===== src/shared/cldio_map.svh =====
// Register offsets, field positions, widths, counts and codes for the control-line digital I/O block
`ifndef CLDIO_MAP_SVH
`define CLDIO_MAP_SVH
`define CLDIO_OFS_CTRL 8'h00
`define CLDIO_OFS_INCFG 8'h04
`define CLDIO_OFS_OUTCFG 8'h08
`define CLDIO_OFS_STATUS 8'h0c
`define CLDIO_OFS_LATCH 8'h10
`define CLDIO_OFS_ALARM 8'h14
`define CLDIO_OFS_IRQSTAT 8'h18
`define CLDIO_OFS_IRQEN 8'h1c
`define CLDIO_OFS_IRQCLR 8'h20
`define CLDIO_OFS_ACK 8'h24
`define CLDIO_OFS_NOTE 8'h28
`define CLDIO_NUM_IN 3
`define CLDIO_NUM_OUT 2
`define CLDIO_INCFG_W 8
`define CLDIO_LATCH_LSB 0
`define CLDIO_INV_BIT 2
`define CLDIO_TRIG_LSB 3
`define CLDIO_MANUAL_BIT 5
`define CLDIO_NOTE_LSB 0
`define CLDIO_ENIN_LSB 0
`define CLDIO_ENOUT_LSB 3
`define CLDIO_PROFILE_BIT 5
`define CLDIO_OUTVAL_LSB 8
`define CLDIO_FS_W 2
`define CLDIO_OUTCFG_W 16
`define CLDIO_IRQ_LATCH_LSB 0
`define CLDIO_IRQ_TRIG_LSB 3
`define CLDIO_IRQ_CLR_LSB 6
`define CLDIO_IRQ_W 9
`define CLDIO_SEV_CRITICAL 3'h2
`define CLDIO_HTRANS_NONSEQ 2'h2
`define CLDIO_HSIZE_WORD 3'h2
`endif


===== src/shared/cldio_pkg.sv =====
// Types for the control-line digital I/O block
package cldio_pkg;
  typedef enum logic [1:0] {LatchNone, LatchRise, LatchFall} cldio_latch_t;
  typedef enum logic [1:0] {TrigOff, TrigInactive, TrigActive} cldio_trig_t;
  typedef enum logic [1:0] {FsHold, FsActivate, FsDeactivate} cldio_fs_t;
endpackage


===== src/rtl/cldio_in_chan.sv =====
// One digital input channel: sync, polarity, latch and alarm
`timescale 1ns/100ps
`default_nettype none
`include "cldio_map.svh"
module cldio_in_chan
  import cldio_pkg::*;
(
  input wire logic core_clk,
  input wire logic rst,
  input wire logic lineIn,
  input wire logic chanOn,
  input wire logic invert,
  input wire cldio_pkg::cldio_latch_t latchSel,
  input wire cldio_pkg::cldio_trig_t trigSel,
  input wire logic manualClear,
  input wire logic latchClr,
  input wire logic alarmAck,
  output logic level,
  output logic latched,
  output logic alarm,
  output logic latchEvt,
  output logic trigEvt,
  output logic clrEvt
);
  logic sync1_q, sync2_q, prev_q, primed_q;
  logic latch_q, alarm_q;
  wire logic lvl = sync2_q ^ invert;
  wire logic rise = chanOn && primed_q && lvl && !prev_q;
  wire logic fall = chanOn && primed_q && !lvl && prev_q;
  wire logic latchHit = (latchSel == LatchRise && rise) || (latchSel == LatchFall && fall);
  wire logic trigHit = (trigSel == TrigInactive && fall) || (trigSel == TrigActive && rise);
  wire logic autoRel = !manualClear && alarm_q &&
    ((trigSel == TrigInactive && lvl) || (trigSel == TrigActive && !lvl) || trigSel == TrigOff);
  wire logic manRel = manualClear && alarm_q && alarmAck;
  wire logic doTrig = trigHit && !alarm_q;
  wire logic doRel = (autoRel || manRel) && !trigHit;
  always_ff @(posedge core_clk)
  begin
    sync1_q <= lineIn;
    sync2_q <= sync1_q;
    if (rst)
    begin
      prev_q <= 1'b0;
      primed_q <= 1'b0;
      latch_q <= 1'b0;
      alarm_q <= 1'b0;
    end
    else
    begin
      prev_q <= lvl;
      primed_q <= chanOn;
      latch_q <= latchHit ? 1'b1 : (latchClr ? 1'b0 : latch_q);
      if (doTrig)
        alarm_q <= 1'b1;
      else if (doRel)
        alarm_q <= 1'b0;
    end
  end
  assign level = chanOn && lvl;
  assign latched = latch_q;
  assign alarm = alarm_q;
  assign latchEvt = latchHit && !latch_q;
  assign trigEvt = doTrig;
  assign clrEvt = doRel;
  manual_hold_a: assert property (@(posedge core_clk) disable iff (rst)
    manualClear && alarm_q && !alarmAck |=> alarm_q)
    else $error("manual alarm released without ack");
  trig_off_a: assert property (@(posedge core_clk) disable iff (rst)
    trigSel == TrigOff |-> !trigEvt)
    else $error("alarm raised with trigger off");
  latch_hold_a: assert property (@(posedge core_clk) disable iff (rst)
    latch_q && !latchClr |=> latch_q)
    else $error("latch dropped without clear");
endmodule
`default_nettype wire


===== src/rtl/cldio_top.sv =====
// Control-line digital I/O block with AHB-Lite register slave
// Operation
// - In the control-line profile DSR, DCD, CTS are inputs and DTR, RTS are outputs.
// - Each line has an enable and only enabled lines are sensed or driven.
// - Each input latches none, a rising or a falling transition, default none.
// - An inverted input reports the complement of its level, default off.
// - Trigger is disabled, inactive or active; disabled never alarms, default disabled.
// - Trigger inactive raises the alarm when the input goes inactive.
// - Trigger active raises the alarm when the input goes active.
// - In auto mode, the default, the alarm clears once the input leaves the trigger state.
// - In manual mode an alarm stays set until software acknowledges it.
// - Each enabled notification channel requests on trigger and clear, critical, with a kind flag; when inputs coincide only the lowest-numbered one requests.
// - On the failsafe timeout each output holds, activates or deactivates, default hold.
//
// The AHB-Lite interface to the registers and the address map were decided locally.
`timescale 1ns/100ps
`default_nettype none
`include "cldio_map.svh"
module cldio_top
  import cldio_pkg::*;
#(
  parameter int NumIn = `CLDIO_NUM_IN,
  parameter int NumOut = `CLDIO_NUM_OUT
)
(
  input wire logic core_clk,
  input wire logic rst,
  input wire logic hsel,
  input wire logic [31:0] haddr,
  input wire logic [1:0] htrans,
  input wire logic hwrite,
  input wire logic [2:0] hsize,
  input wire logic [31:0] hwdata,
  input wire logic hready,
  output logic [31:0] hrdata,
  output logic hreadyout,
  output logic hresp,
  input wire logic [NumIn-1:0] ctlIn,
  input wire logic failsafeFire,
  output logic [NumOut-1:0] ctlOut,
  output logic [NumOut-1:0] ctlOutOe,
  output logic irq,
  output logic [2:0] noteReq,
  output logic noteIsTrig,
  output logic [2:0] noteSev,
  output logic [1:0] noteChan
);
  import cldio_pkg::*;
  logic [31:0] ctrl_q, inCfg_q, outCfg_q;
  logic [31:0] noteCfg_q;
  logic [`CLDIO_IRQ_W-1:0] irqStat_q, irqEn_q;
  logic [NumOut-1:0] outVal_q, outLine_q, outOe_q;
  logic irq_q;
  logic [2:0] noteReq_q, noteSev_q;
  logic noteIsTrig_q;
  logic [1:0] noteChan_q;
  logic [31:0] hrdata_q;
  logic wrPend_q;
  logic [7:0] wrAddr_q;
  logic [NumIn-1:0] latchClr, alarmAck, level, latched, alarm, latchEvt, trigEvt, clrEvt;
  logic [2:0] noteMask [NumIn];

  function automatic logic [`CLDIO_INCFG_W-1:0] inField(input logic [31:0] cfg, input int idx);
    inField = cfg[idx*`CLDIO_INCFG_W +: `CLDIO_INCFG_W];
  endfunction

  function automatic cldio_fs_t fsAction(input logic [31:0] cfg, input int idx);
    fsAction = cldio_fs_t'(cfg[idx*`CLDIO_FS_W +: `CLDIO_FS_W]);
  endfunction

  // Bus decode
  wire logic addrPhase = hsel && hready && htrans == `CLDIO_HTRANS_NONSEQ;
  wire logic rdReq = addrPhase && !hwrite;
  wire logic wrReq = addrPhase && hwrite;
  wire logic [7:0] rdAddr = haddr[7:0];
  wire logic wrCtrl = wrPend_q && wrAddr_q == `CLDIO_OFS_CTRL;
  wire logic wrInCfg = wrPend_q && wrAddr_q == `CLDIO_OFS_INCFG;
  wire logic wrOutCfg = wrPend_q && wrAddr_q == `CLDIO_OFS_OUTCFG;
  wire logic wrIrqEn = wrPend_q && wrAddr_q == `CLDIO_OFS_IRQEN;
  wire logic wrIrqClr = wrPend_q && wrAddr_q == `CLDIO_OFS_IRQCLR;
  wire logic wrAck = wrPend_q && wrAddr_q == `CLDIO_OFS_ACK;
  wire logic wrLatchClr = wrPend_q && wrAddr_q == `CLDIO_OFS_LATCH;
  wire logic wrNote = wrPend_q && wrAddr_q == `CLDIO_OFS_NOTE;
  wire logic profileOn = ctrl_q[`CLDIO_PROFILE_BIT];
  wire logic [NumIn-1:0] inEn = ctrl_q[`CLDIO_ENIN_LSB +: NumIn] & {NumIn{profileOn}};
  wire logic [NumOut-1:0] outEn = ctrl_q[`CLDIO_ENOUT_LSB +: NumOut] & {NumOut{profileOn}};
  wire logic [31:0] rdMux =
    rdAddr == `CLDIO_OFS_CTRL ? ctrl_q :
    rdAddr == `CLDIO_OFS_INCFG ? inCfg_q :
    rdAddr == `CLDIO_OFS_OUTCFG ? outCfg_q :
    rdAddr == `CLDIO_OFS_STATUS ? {{(32-NumIn-NumOut){1'b0}}, outLine_q, level} :
    rdAddr == `CLDIO_OFS_LATCH ? {{(32-NumIn){1'b0}}, latched} :
    rdAddr == `CLDIO_OFS_ALARM ? {{(32-NumIn){1'b0}}, alarm} :
    rdAddr == `CLDIO_OFS_IRQSTAT ? {{(32-`CLDIO_IRQ_W){1'b0}}, irqStat_q} :
    rdAddr == `CLDIO_OFS_IRQEN ? {{(32-`CLDIO_IRQ_W){1'b0}}, irqEn_q} :
    rdAddr == `CLDIO_OFS_NOTE ? noteCfg_q :
    32'h0;

  // Bus checks
  rd_idle_a: assert property (@(posedge core_clk) disable iff (rst)
    !rdReq |=> hrdata == 32'h0)
    else $error("read data standing outside a read");
  write_land_a: assert property (@(posedge core_clk) disable iff (rst)
    wrCtrl |=> ctrl_q == $past(hwdata))
    else $error("control write did not land");

  genvar gi;
  generate
    for (gi = 0; gi < NumIn; gi++)
    begin : gIn
      wire logic [`CLDIO_INCFG_W-1:0] cfg = inField(inCfg_q, gi);
      assign latchClr[gi] = wrLatchClr && hwdata[gi];
      assign alarmAck[gi] = wrAck && hwdata[gi];
      wire logic [`CLDIO_INCFG_W-1:0] noteField = inField(noteCfg_q, gi);
      assign noteMask[gi] = noteField[`CLDIO_NOTE_LSB +: 3];
      cldio_in_chan uChan (
        .core_clk(core_clk),
        .rst(rst),
        .lineIn(ctlIn[gi]),
        .chanOn(inEn[gi]),
        .invert(cfg[`CLDIO_INV_BIT]),
        .latchSel(cldio_latch_t'(cfg[`CLDIO_LATCH_LSB +: 2])),
        .trigSel(cldio_trig_t'(cfg[`CLDIO_TRIG_LSB +: 2])),
        .manualClear(cfg[`CLDIO_MANUAL_BIT]),
        .latchClr(latchClr[gi]),
        .alarmAck(alarmAck[gi]),
        .level(level[gi]),
        .latched(latched[gi]),
        .alarm(alarm[gi]),
        .latchEvt(latchEvt[gi]),
        .trigEvt(trigEvt[gi]),
        .clrEvt(clrEvt[gi])
      );
    end
  endgenerate

  // Lowest-numbered input wins the notification slot this cycle
  logic noteHit;
  logic [1:0] noteIdx;
  logic noteTrig;
  logic [2:0] noteMaskSel;
  always_comb
  begin
    noteHit = 1'b0;
    noteIdx = 2'h0;
    noteTrig = 1'b0;
    noteMaskSel = 3'h0;
    for (int i = NumIn - 1; i >= 0; i--)
    begin
      if (trigEvt[i] || clrEvt[i])
      begin
        noteHit = 1'b1;
        noteIdx = 2'(i);
        noteTrig = trigEvt[i];
        noteMaskSel = noteMask[i];
      end
    end
  end

  note_kind_a: assert property (@(posedge core_clk) disable iff (rst)
    noteHit |=> noteIsTrig == $past(noteTrig) && noteChan == $past(noteIdx))
    else $error("notification kind or channel wrong");
  note_quiet_a: assert property (@(posedge core_clk) disable iff (rst)
    !noteHit |=> noteReq == 3'h0 && !noteIsTrig)
    else $error("notification without alarm event");
  note_sev_a: assert property (@(posedge core_clk) disable iff (rst)
    noteReq != 3'h0 |-> noteSev == `CLDIO_SEV_CRITICAL)
    else $error("notification not critical");

  wire logic [`CLDIO_IRQ_W-1:0] irqSet = {clrEvt, trigEvt, latchEvt};
  wire logic [`CLDIO_IRQ_W-1:0] irqClr = wrIrqClr ? hwdata[`CLDIO_IRQ_W-1:0] : '0;
  irq_clr_a: assert property (@(posedge core_clk) disable iff (rst)
    wrIrqClr && irqSet == '0 |=> (irqStat_q & $past(irqClr)) == '0)
    else $error("status bit survived its clear");
  irq_keep_a: assert property (@(posedge core_clk) disable iff (rst)
    irqStat_q[0] && !irqClr[0] |=> irqStat_q[0])
    else $error("status bit dropped without clear");

  // Failsafe action per output
  logic [NumOut-1:0] fsVal;
  always_comb
  begin
    fsVal = outVal_q;
    for (int i = 0; i < NumOut; i++)
    begin
      case (fsAction(outCfg_q, i))
        FsActivate: fsVal[i] = 1'b1;
        FsDeactivate: fsVal[i] = 1'b0;
        default: fsVal[i] = outVal_q[i];
      endcase
    end
  end

  fs_deact_a: assert property (@(posedge core_clk) disable iff (rst)
    failsafeFire && fsAction(outCfg_q, 1) == FsDeactivate |=> !outVal_q[1])
    else $error("failsafe deactivate not applied");
  fs_hold_a: assert property (@(posedge core_clk) disable iff (rst)
    failsafeFire && fsAction(outCfg_q, 0) == FsHold |=> outVal_q[0] == $past(outVal_q[0]))
    else $error("failsafe hold changed the output");

  always_ff @(posedge core_clk)
  begin
    if (rst)
    begin
      ctrl_q <= 32'h0;
      inCfg_q <= 32'h0;
      outCfg_q <= 32'h0;
      noteCfg_q <= 32'h0;
      irqStat_q <= '0;
      irqEn_q <= '0;
      outVal_q <= '0;
      wrPend_q <= 1'b0;
      wrAddr_q <= 8'h0;
      hrdata_q <= 32'h0;
    end
    else
    begin
      wrPend_q <= wrReq;
      wrAddr_q <= haddr[7:0];
      hrdata_q <= rdReq ? rdMux : 32'h0;
      if (wrCtrl)
        ctrl_q <= hwdata;
      if (wrInCfg)
        inCfg_q <= hwdata;
      if (wrOutCfg)
        outCfg_q <= hwdata;
      if (wrNote)
        noteCfg_q <= hwdata;
      if (wrIrqEn)
        irqEn_q <= hwdata[`CLDIO_IRQ_W-1:0];
      irqStat_q <= (irqStat_q & ~irqClr) | irqSet;
      if (failsafeFire)
        outVal_q <= fsVal;
      else if (wrCtrl)
        outVal_q <= hwdata[`CLDIO_OUTVAL_LSB +: NumOut];
    end
  end

  always_ff @(posedge core_clk)
  begin
    if (rst)
    begin
      outLine_q <= '0;
      outOe_q <= '0;
      irq_q <= 1'b0;
      noteReq_q <= 3'h0;
      noteIsTrig_q <= 1'b0;
      noteSev_q <= 3'h0;
      noteChan_q <= 2'h0;
    end
    else
    begin
      outLine_q <= outVal_q & outEn;
      outOe_q <= outEn;
      irq_q <= |(irqStat_q & irqEn_q);
      noteReq_q <= noteHit ? noteMaskSel : 3'h0;
      noteIsTrig_q <= noteHit && noteTrig;
      noteSev_q <= noteHit ? `CLDIO_SEV_CRITICAL : 3'h0;
      noteChan_q <= noteHit ? noteIdx : 2'h0;
    end
  end

  assign hrdata = hrdata_q;
  assign hreadyout = 1'b1;
  assign hresp = 1'b0;
  assign ctlOut = outLine_q;
  assign ctlOutOe = outOe_q;
  assign irq = irq_q;
  assign noteReq = noteReq_q;
  assign noteIsTrig = noteIsTrig_q;
  assign noteSev = noteSev_q;
  assign noteChan = noteChan_q;

  note_on_event_a: assert property (@(posedge core_clk) disable iff (rst)
    noteHit && noteMaskSel != 3'h0 |=> noteReq != 3'h0 && noteSev == `CLDIO_SEV_CRITICAL)
    else $error("notification missing after alarm event");
  fs_force_a: assert property (@(posedge core_clk) disable iff (rst)
    failsafeFire && outCfg_q[1:0] == 2'(FsActivate) |=> outVal_q[0])
    else $error("failsafe activate not applied");
  disabled_out_a: assert property (@(posedge core_clk) disable iff (rst)
    !outEn[0] |=> !ctlOut[0] && !ctlOutOe[0])
    else $error("disabled output driven");
  irq_level_a: assert property (@(posedge core_clk) disable iff (rst)
    |(irqStat_q & irqEn_q) |=> irq)
    else $error("interrupt not raised");
  sticky_set_a: assert property (@(posedge core_clk) disable iff (rst)
    trigEvt != '0 |=> (irqStat_q[`CLDIO_IRQ_TRIG_LSB +: NumIn] & $past(trigEvt)) == $past(trigEvt))
    else $error("trigger status bit lost");
  // Output and interrupt checks
  profile_off_a: assert property (@(posedge core_clk) disable iff (rst)
    !profileOn |=> ctlOutOe == '0)
    else $error("output driven outside the control-line profile");
  out_drive_a: assert property (@(posedge core_clk) disable iff (rst)
    outEn[1] |=> ctlOutOe[1] && ctlOut[1] == $past(outVal_q[1]))
    else $error("enabled output not driven");
  irq_low_a: assert property (@(posedge core_clk) disable iff (rst)
    (irqStat_q & irqEn_q) == '0 |=> !irq)
    else $error("interrupt without enabled status");
  out_val_a: assert property (@(posedge core_clk) disable iff (rst)
    wrCtrl && !failsafeFire |=> outVal_q == $past(hwdata[`CLDIO_OUTVAL_LSB +: NumOut]))
    else $error("output value write lost");
endmodule
`default_nettype wire


===== config.mk =====
export PLATFORM = sky130hd
export DESIGN_NAME = cldio_top
export DESIGN_NICKNAME = d
export VERILOG_FILES = /design/src/shared/cldio_pkg.sv /design/src/rtl/cldio_in_chan.sv /design/src/rtl/cldio_top.sv
export VERILOG_INCLUDE_DIRS = /design/src /design/src/shared
export SDC_FILE = /design/constraint.sdc
export NUM_CORES = 1
export LEC_CHECK = 0
export ABC_CLOCK_PERIOD_IN_PS = 2000
export BUFFER_PORTS_ARGS = -buffer_cell sky130_fd_sc_hd__buf_2
export CAP_MARGIN = 20
export CORE_MARGIN = 2
export CORE_UTILIZATION = 40
export CTS_CLUSTER_DIAMETER = 80
export DETAILED_ROUTE_END_ITERATION = 8
export GPL_TIMING_DRIVEN = 0
export SLEW_MARGIN = 20
export SYNTH_ARGS = -nofsm -noshare
export SYNTH_HDL_FRONTEND = slang
export SYNTH_SLANG_ARGS = --single-unit

===== constraint.sdc =====
create_clock -name core_clk -period 2 [get_ports core_clk]
set_input_delay 0.3 -clock core_clk [delete_from_list [all_inputs] [get_ports core_clk]]
set_output_delay 0.3 -clock core_clk [all_outputs]
set_load 0.1 [all_outputs]

After elaboration in Yosys (flattened, before gate mapping)
Index checks and enable logic that the tools add are counted.
{"block": "totals", "register_bits": 221, "out_inout_bits": 48, "input_bits": 78, "wordCells": 253}
{"block": "op_classes", "n_bitwise": 12, "n_mux": 38, "n_reduce_logical": 132, "eq_ne": 34}
{"op": "32-bit two-way mux", "n": 9}
{"op": "1-bit logical AND", "n": 76}
{"op": "8-bit by 5-bit equality test with 1-bit output, second input constant", "n": 6}
{"op": "8-bit by 6-bit equality test with 1-bit output, second input constant", "n": 4}
{"op": "8-bit by 4-bit equality test with 1-bit output, second input constant", "n": 3}
{"op": "1-bit zero test", "n": 19}
{"op": "1-bit two-way mux", "n": 19}
{"op": "9-bit AND", "n": 2}
{"op": "2-bit equality test, second input constant", "n": 9}
{"op": "1-bit logical OR", "n": 18}
{"op": "2-bit by 1-bit equality test with 1-bit output, second input constant", "n": 8}
{"op": "8-bit by 3-bit equality test with 1-bit output, second input constant", "n": 2}
{"op": "8-bit zero test", "n": 2}
{"op": "2-bit nonzero test", "n": 7}
{"op": "3-bit two-way mux", "n": 3}
{"op": "9-bit two-way mux", "n": 1}
{"op": "9-bit NOT", "n": 1}
{"op": "9-bit OR", "n": 1}
{"op": "9-bit OR reduction", "n": 1}
{"op": "2-bit two-way mux", "n": 4}
{"op": "2-bit zero test", "n": 3}
{"op": "3-bit by 1-bit != test with 1-bit output, second input constant", "n": 2}
{"op": "2-bit AND", "n": 2}
{"op": "1-bit case mux with 2 select lines", "n": 2}
{"op": "other kinds (7)", "n": 12}

Depth between registers and ports, before layout
{"block": "logic_depth", "word_depth": 14, "depth_mapped": 8, "ltp_nobuf": 6}

Hierarchy
Synthesis repeated with hierarchy kept, for this count alone.
{"block": "hier_totals", "hier_cells": 1059, "area_unflattened_um2": 9016.1}
{"module": "cldio_top", "instances": 1, "cells_each": 984, "seq_area_each_um2": 4023.9, "area_each_um2": 8167.8}
{"module": "cldio_in_chan", "instances": 3, "cells_each": 25, "seq_area_each_um2": 120.1, "area_each_um2": 282.8}

Least setup slack after synthesis
Ideal clock, no wire load.
{"block": "synth_timing", "path_type": "reg-to-reg", "start": "register wrAddr_q[2]", "end": "register noteReq_q[0], in the netlist noteReq[0]", "path_stages_with_launch": 7, "path_buffers": 0, "setup_slack_ps": -135, "period_less_slack_ps": 2135, "t_required_ps": 1914, "setup_ps": 86, "arrival_time_ps": 2050, "cell_sequence": "dfxtp_1 -> or4b_4 -> or4_1 -> a2bb2oi_2 -> or2_2 -> a22oi_1 -> a211oi_1"}
{"block": "synth_via", "elab_chain_len": 12, "elab_cells_between_ends": 25, "classes_between": "eq/ne (1); mux (6); bitwise (1); reduce/logical (17)"}
{"item": "from (decl)", "line": "cldio_top.sv:59", "text": "logic [7:0] wrAddr_q;"}
{"item": "from (signal assigned)", "line": "cldio_top.sv:219", "text": "wrAddr_q <= haddr[7:0];"}
{"item": "8-bit by 6-bit equality test with 1-bit output (no source line) *"}
{"item": "1-bit logical AND (no source line) *"}
{"item": "1-bit logical AND", "line": "cldio_top.sv:113", "text": "assign alarmAck[gi] = wrAck && hwdata[gi];"}
{"item": "1-bit logical AND", "line": "cldio_in_chan.sv:34", "text": "wire logic manRel = manualClear && alarm_q && alarmAck;"}
{"item": "1-bit logical OR", "line": "cldio_in_chan.sv:36", "text": "wire logic doRel = (autoRel || manRel) && !trigHit;"}
{"item": "1-bit logical AND", "line": "cldio_in_chan.sv:36"}
{"item": "1-bit logical OR", "line": "cldio_top.sv:150", "text": "if (trigEvt[i] || clrEvt[i])"}
{"item": "1-bit two-way mux (3 in series)", "line": "cldio_top.sv:150"}
{"item": "1-bit NOT (no source line)"}
{"item": "2-bit OR reduction (no source line)"}
{"item": "to (signal assigned)", "line": "cldio_top.sv:256", "text": "noteReq_q <= noteHit ? noteMaskSel : 3'h0;"}
{"item": "to (decl)", "line": "cldio_top.sv:54", "text": "logic [2:0] noteReq_q, noteSev_q;"}
Mark *: on every way between the ends. The rest lies on a longest branch, timed or not.
A chain may end at the register's enable or synchronous reset.

Final worst setup path
{"block": "layout_timing", "start": "register wrAddr_q[3]", "end": "register noteReq_q[2], in the netlist noteReq[2]"}
The elaborated chain is that of the path after synthesis.

==> reports/qor.yml <==
cells_and_area:
  fin_nets: 1285
  layout_commonest_cell: "nand2_1"
  layout_common_cells: "nand2_1 (241), dfxtp_1 (213), a21oi_1 (125)"
  stdcell_area_sq_mm: 0.0118
  n_antenna_cell: 0
  area_growth_pct: 37.1
  drive_gt1_share_pct: 31.3
  final_cells: 1500
grt:
  grt_pass1_vias: 7712
  gr-total-overflow: 0
  grt_use_total_pct: 25.7
  antenna_found_initial: 0
  grt_pass1_wl_mm: 44.5
  grt_max_degree: 14
timing:
  hold_ws_ps: 43.3
  timing.fmax_ghz: 0.435
  fin_crit_ps: 2300
  relSlewSlack_pct: 34.3
  skew_ps: 14.9
  finalHoldViolCount: 0
  rsz0062_at_grt: "yes"
  fin_ws_ps: -301
  finalCritPeriodShare_pct: 115
  maxSlewViolCount: 0
  finalSetupViolCount: 76
  tightest_slew_ps: 985
floorplanning:
  boundaryPins: 126
  fp.coreArea_sq_mm: 0.0210
  initial_core_util_pct: 40.9
  die_h_microns: 151
  die_area_sq_mm: 0.0227
  rows: 53
  die_w_microns: 151
power_and_ir_drop:
  internal_power_mw: 7.56
  pwr-share-clk_pct: 50.5
  pwr-share-comb_pct: 4.2
  swShare_pct: 22.2
  total_power_mw: 9.72
  seqPwrFrac_pct: 45.3
  p_per_area_mw_per_mm2: 825
  ir_drop_mv: 0.476
  p_leak_nw: 4.09
  switchingPower_mw: 2.16
logic_synthesis:
  yosysSeqAreaShare_pct: 51.0
  yosys.area.top_type: "dfxtp_1"
  synth_edf_count: 0
  synth_area_leaders: "dfxtp_1 (51%), nand2_1 (13%), a21oi_1 (11%)"
  ys.flop_type: "dfxtp_1"
  synth_top_area_share_pct: 51.0
  synth.distinct_cells: 53
  ys_ff_latch: 219
  syn_inst: 1068
  yosysWarningCount: 0
  synth_area_per_cell_sq_um: 8.05
  ys_async_sr_fraction_pct: 0
  synth_area_sq_mm: 0.00859
detailed_routing:
  drt_pass1_iterations: 6
  vias: 8408
  first_iter_violations: 752
  drc: 0
  finalWirelength_mm: 30.8
  vias_per_cell: 5.61
  avgRoutedWirePerCell_microns: 20.5
  ant_nets: 0
clock_tree:
  cts_made_buffers: 24
  tritoncts: "built"
  clkLatencyLatePin_ps: 530
  cts_root_buffer: "clkbuf_16"
  clock_sinks: 219
  cts.path.max_buffers: 3
  htreeDepth: 1
  clk_pin_slew_worst_paths_ps: 60
critical_path:
  cp_data_required_time_ps: 2420
  cp_slowest_cell: "or4b_4"
  critical_path_class: "reg -> reg"
  cp_max_fo: 4
  timing.rr.start: "wrAddr_q[3]"
  r2r_slack_ps: -300
  r2r_cells: 6
  arrival_ps: 2720
  startpoint_type: "flop"
  end_kind: "flop"
  worstPathCellList: "or4b_4, or4_4, a2bb2oi_4, or2_4, a22oi_2, a211oi_2"
  cpPeakStageDelay_ps: 570
  r2r_end: "noteReq[2]"
outcome:
  outcome: "finished, violations left"
  violations: "negative setup slack"
placement:
  place_ws_ps: -1160
  port_buffers: 87
  place_hpwl_mm: 19.9
  placed_area_sq_mm: 0.00943
  gp_congestion: 0.927
  placed_cells: 1433
worst_hold_path:
  whs_endpoint: "wrPend_q"
  hp-start: "hwrite"
  hold_class: "in -> reg"
  holdPathStages: 2
run:
  drv_cap: 0
-- through the flow --
step | util [%] | setup TNS (ps)
after floorplan | - | -49.8
after global placement | 44.8 | -127910
after detailed placement | 44.8 | -109160
after CTS | 52.8 | -10330
after global routing | 56.0 | -14330
final | 56.0 | -11740
-- routing by layer --
metal | global-route usage, % | part of all wire [%]
met1 | 35.6 | 42
met3 | 3.61 | 7.9
met5 | 0 | 0
met2 | 40.8 | 46
met4 | 9.72 | 4.2
-- worst max-delay path by stage --
stage                           start          to  slack, ps  depth (start not counted)
after global placement       haddr[1]  hrdata[17]      -1900                          7
after CTS                 wrAddr_q[3]  noteReq[2]       -260                          6
final                     wrAddr_q[3]  noteReq[2]       -300                          6
after global routing      wrAddr_q[3]  noteIsTrig       -320                          7
after detailed placement     haddr[7]   hrdata[2]      -1160                          7
after floorplan           wrAddr_q[6]  noteReq[0]        -20                          6
-- synth_stat cells (all sizes together), types with 3 or more instances --
master and number:
xnor2 4, a221oi 4, a222oi 28, nand4b 4
a22oi 12, nor3b 8, a21oi 187, nor2b 9
and3b 5, o221ai 3, nand3 9, inv 10
o21ai 12, or2 8, a211oi 8, buf 6
nor3 15, a2bb2oi 4, or3 8, nor2 72
or4b 6, nor4 5, mux2i 13, nand2b 3
nand2 306, clkbuf 72, dfxtp 219
-- registers in the layout, indices dropped and copies added (netlist names), 8 cells and up --
name / flops
hrdata: 32
wrAddr_q: 8
outCfg_q: 32
irqEn_q: 9
ctrl_q: 32
inCfg_q: 32
irqStat_q: 9
noteCfg_q: 32
-- power by group through the flow --
stage / Combinational (mW) / Sequential [mW] / Clock (mW)
final: 0.410 / 4.40 / 4.91
after floorplan: 0.181 / 4.49 / 0
after global placement: 0.348 / 4.50 / 0
after global routing: 0.433 / 4.40 / 5.14
after detailed placement: 0.350 / 4.50 / 0
after CTS: 0.387 / 4.40 / 4.96
-- critical path, delay by kind of cell, from the launching register on --
| kind | cells | cell delay [ps] |
|---|---|---|
| simple gates | 3 | 1280 |
| flops | 1 | 320 |
| compound gates | 3 | 580 |
-- cell type report --
cell class / instances / area (sq um)
well taps: 275 / 344
plain buffers: 70 / 502
clock inverters: 13 / 201
fillers: 1952 / 9240
flip-flops and latches: 219 / 4390
multi-input cells: 765 / 4850
clock buffers: 31 / 687
repair buffers: 117 / 764
inverters: 10 / 37.5
-- logic make-up after synthesis --
logic type                 count (synthesis)  share of synthesized area [%]
buffers and inverters                     88                           4.02
xor gates and xnor gates                   5                          0.510
adders and majority gates                  1                          0.116
DFF                                      219                           51.0
muxes                                     15                           1.78
AOI/OAI and AO/OA                        272                           19.1
and+or+nand+nor                          466                           23.4
other                                      2                         0.0874
-- timing repair --
item,in CTS,in global routing
cloned,4,4
hold buffers,3,0
endpoints found under the setup margin,187,174
gates resized for setup,163,171
hold endpoints to repair,3,0
buffers inserted,13,7
pin swaps,75,76
Note: power is estimated with default switching activity, not from simulation.
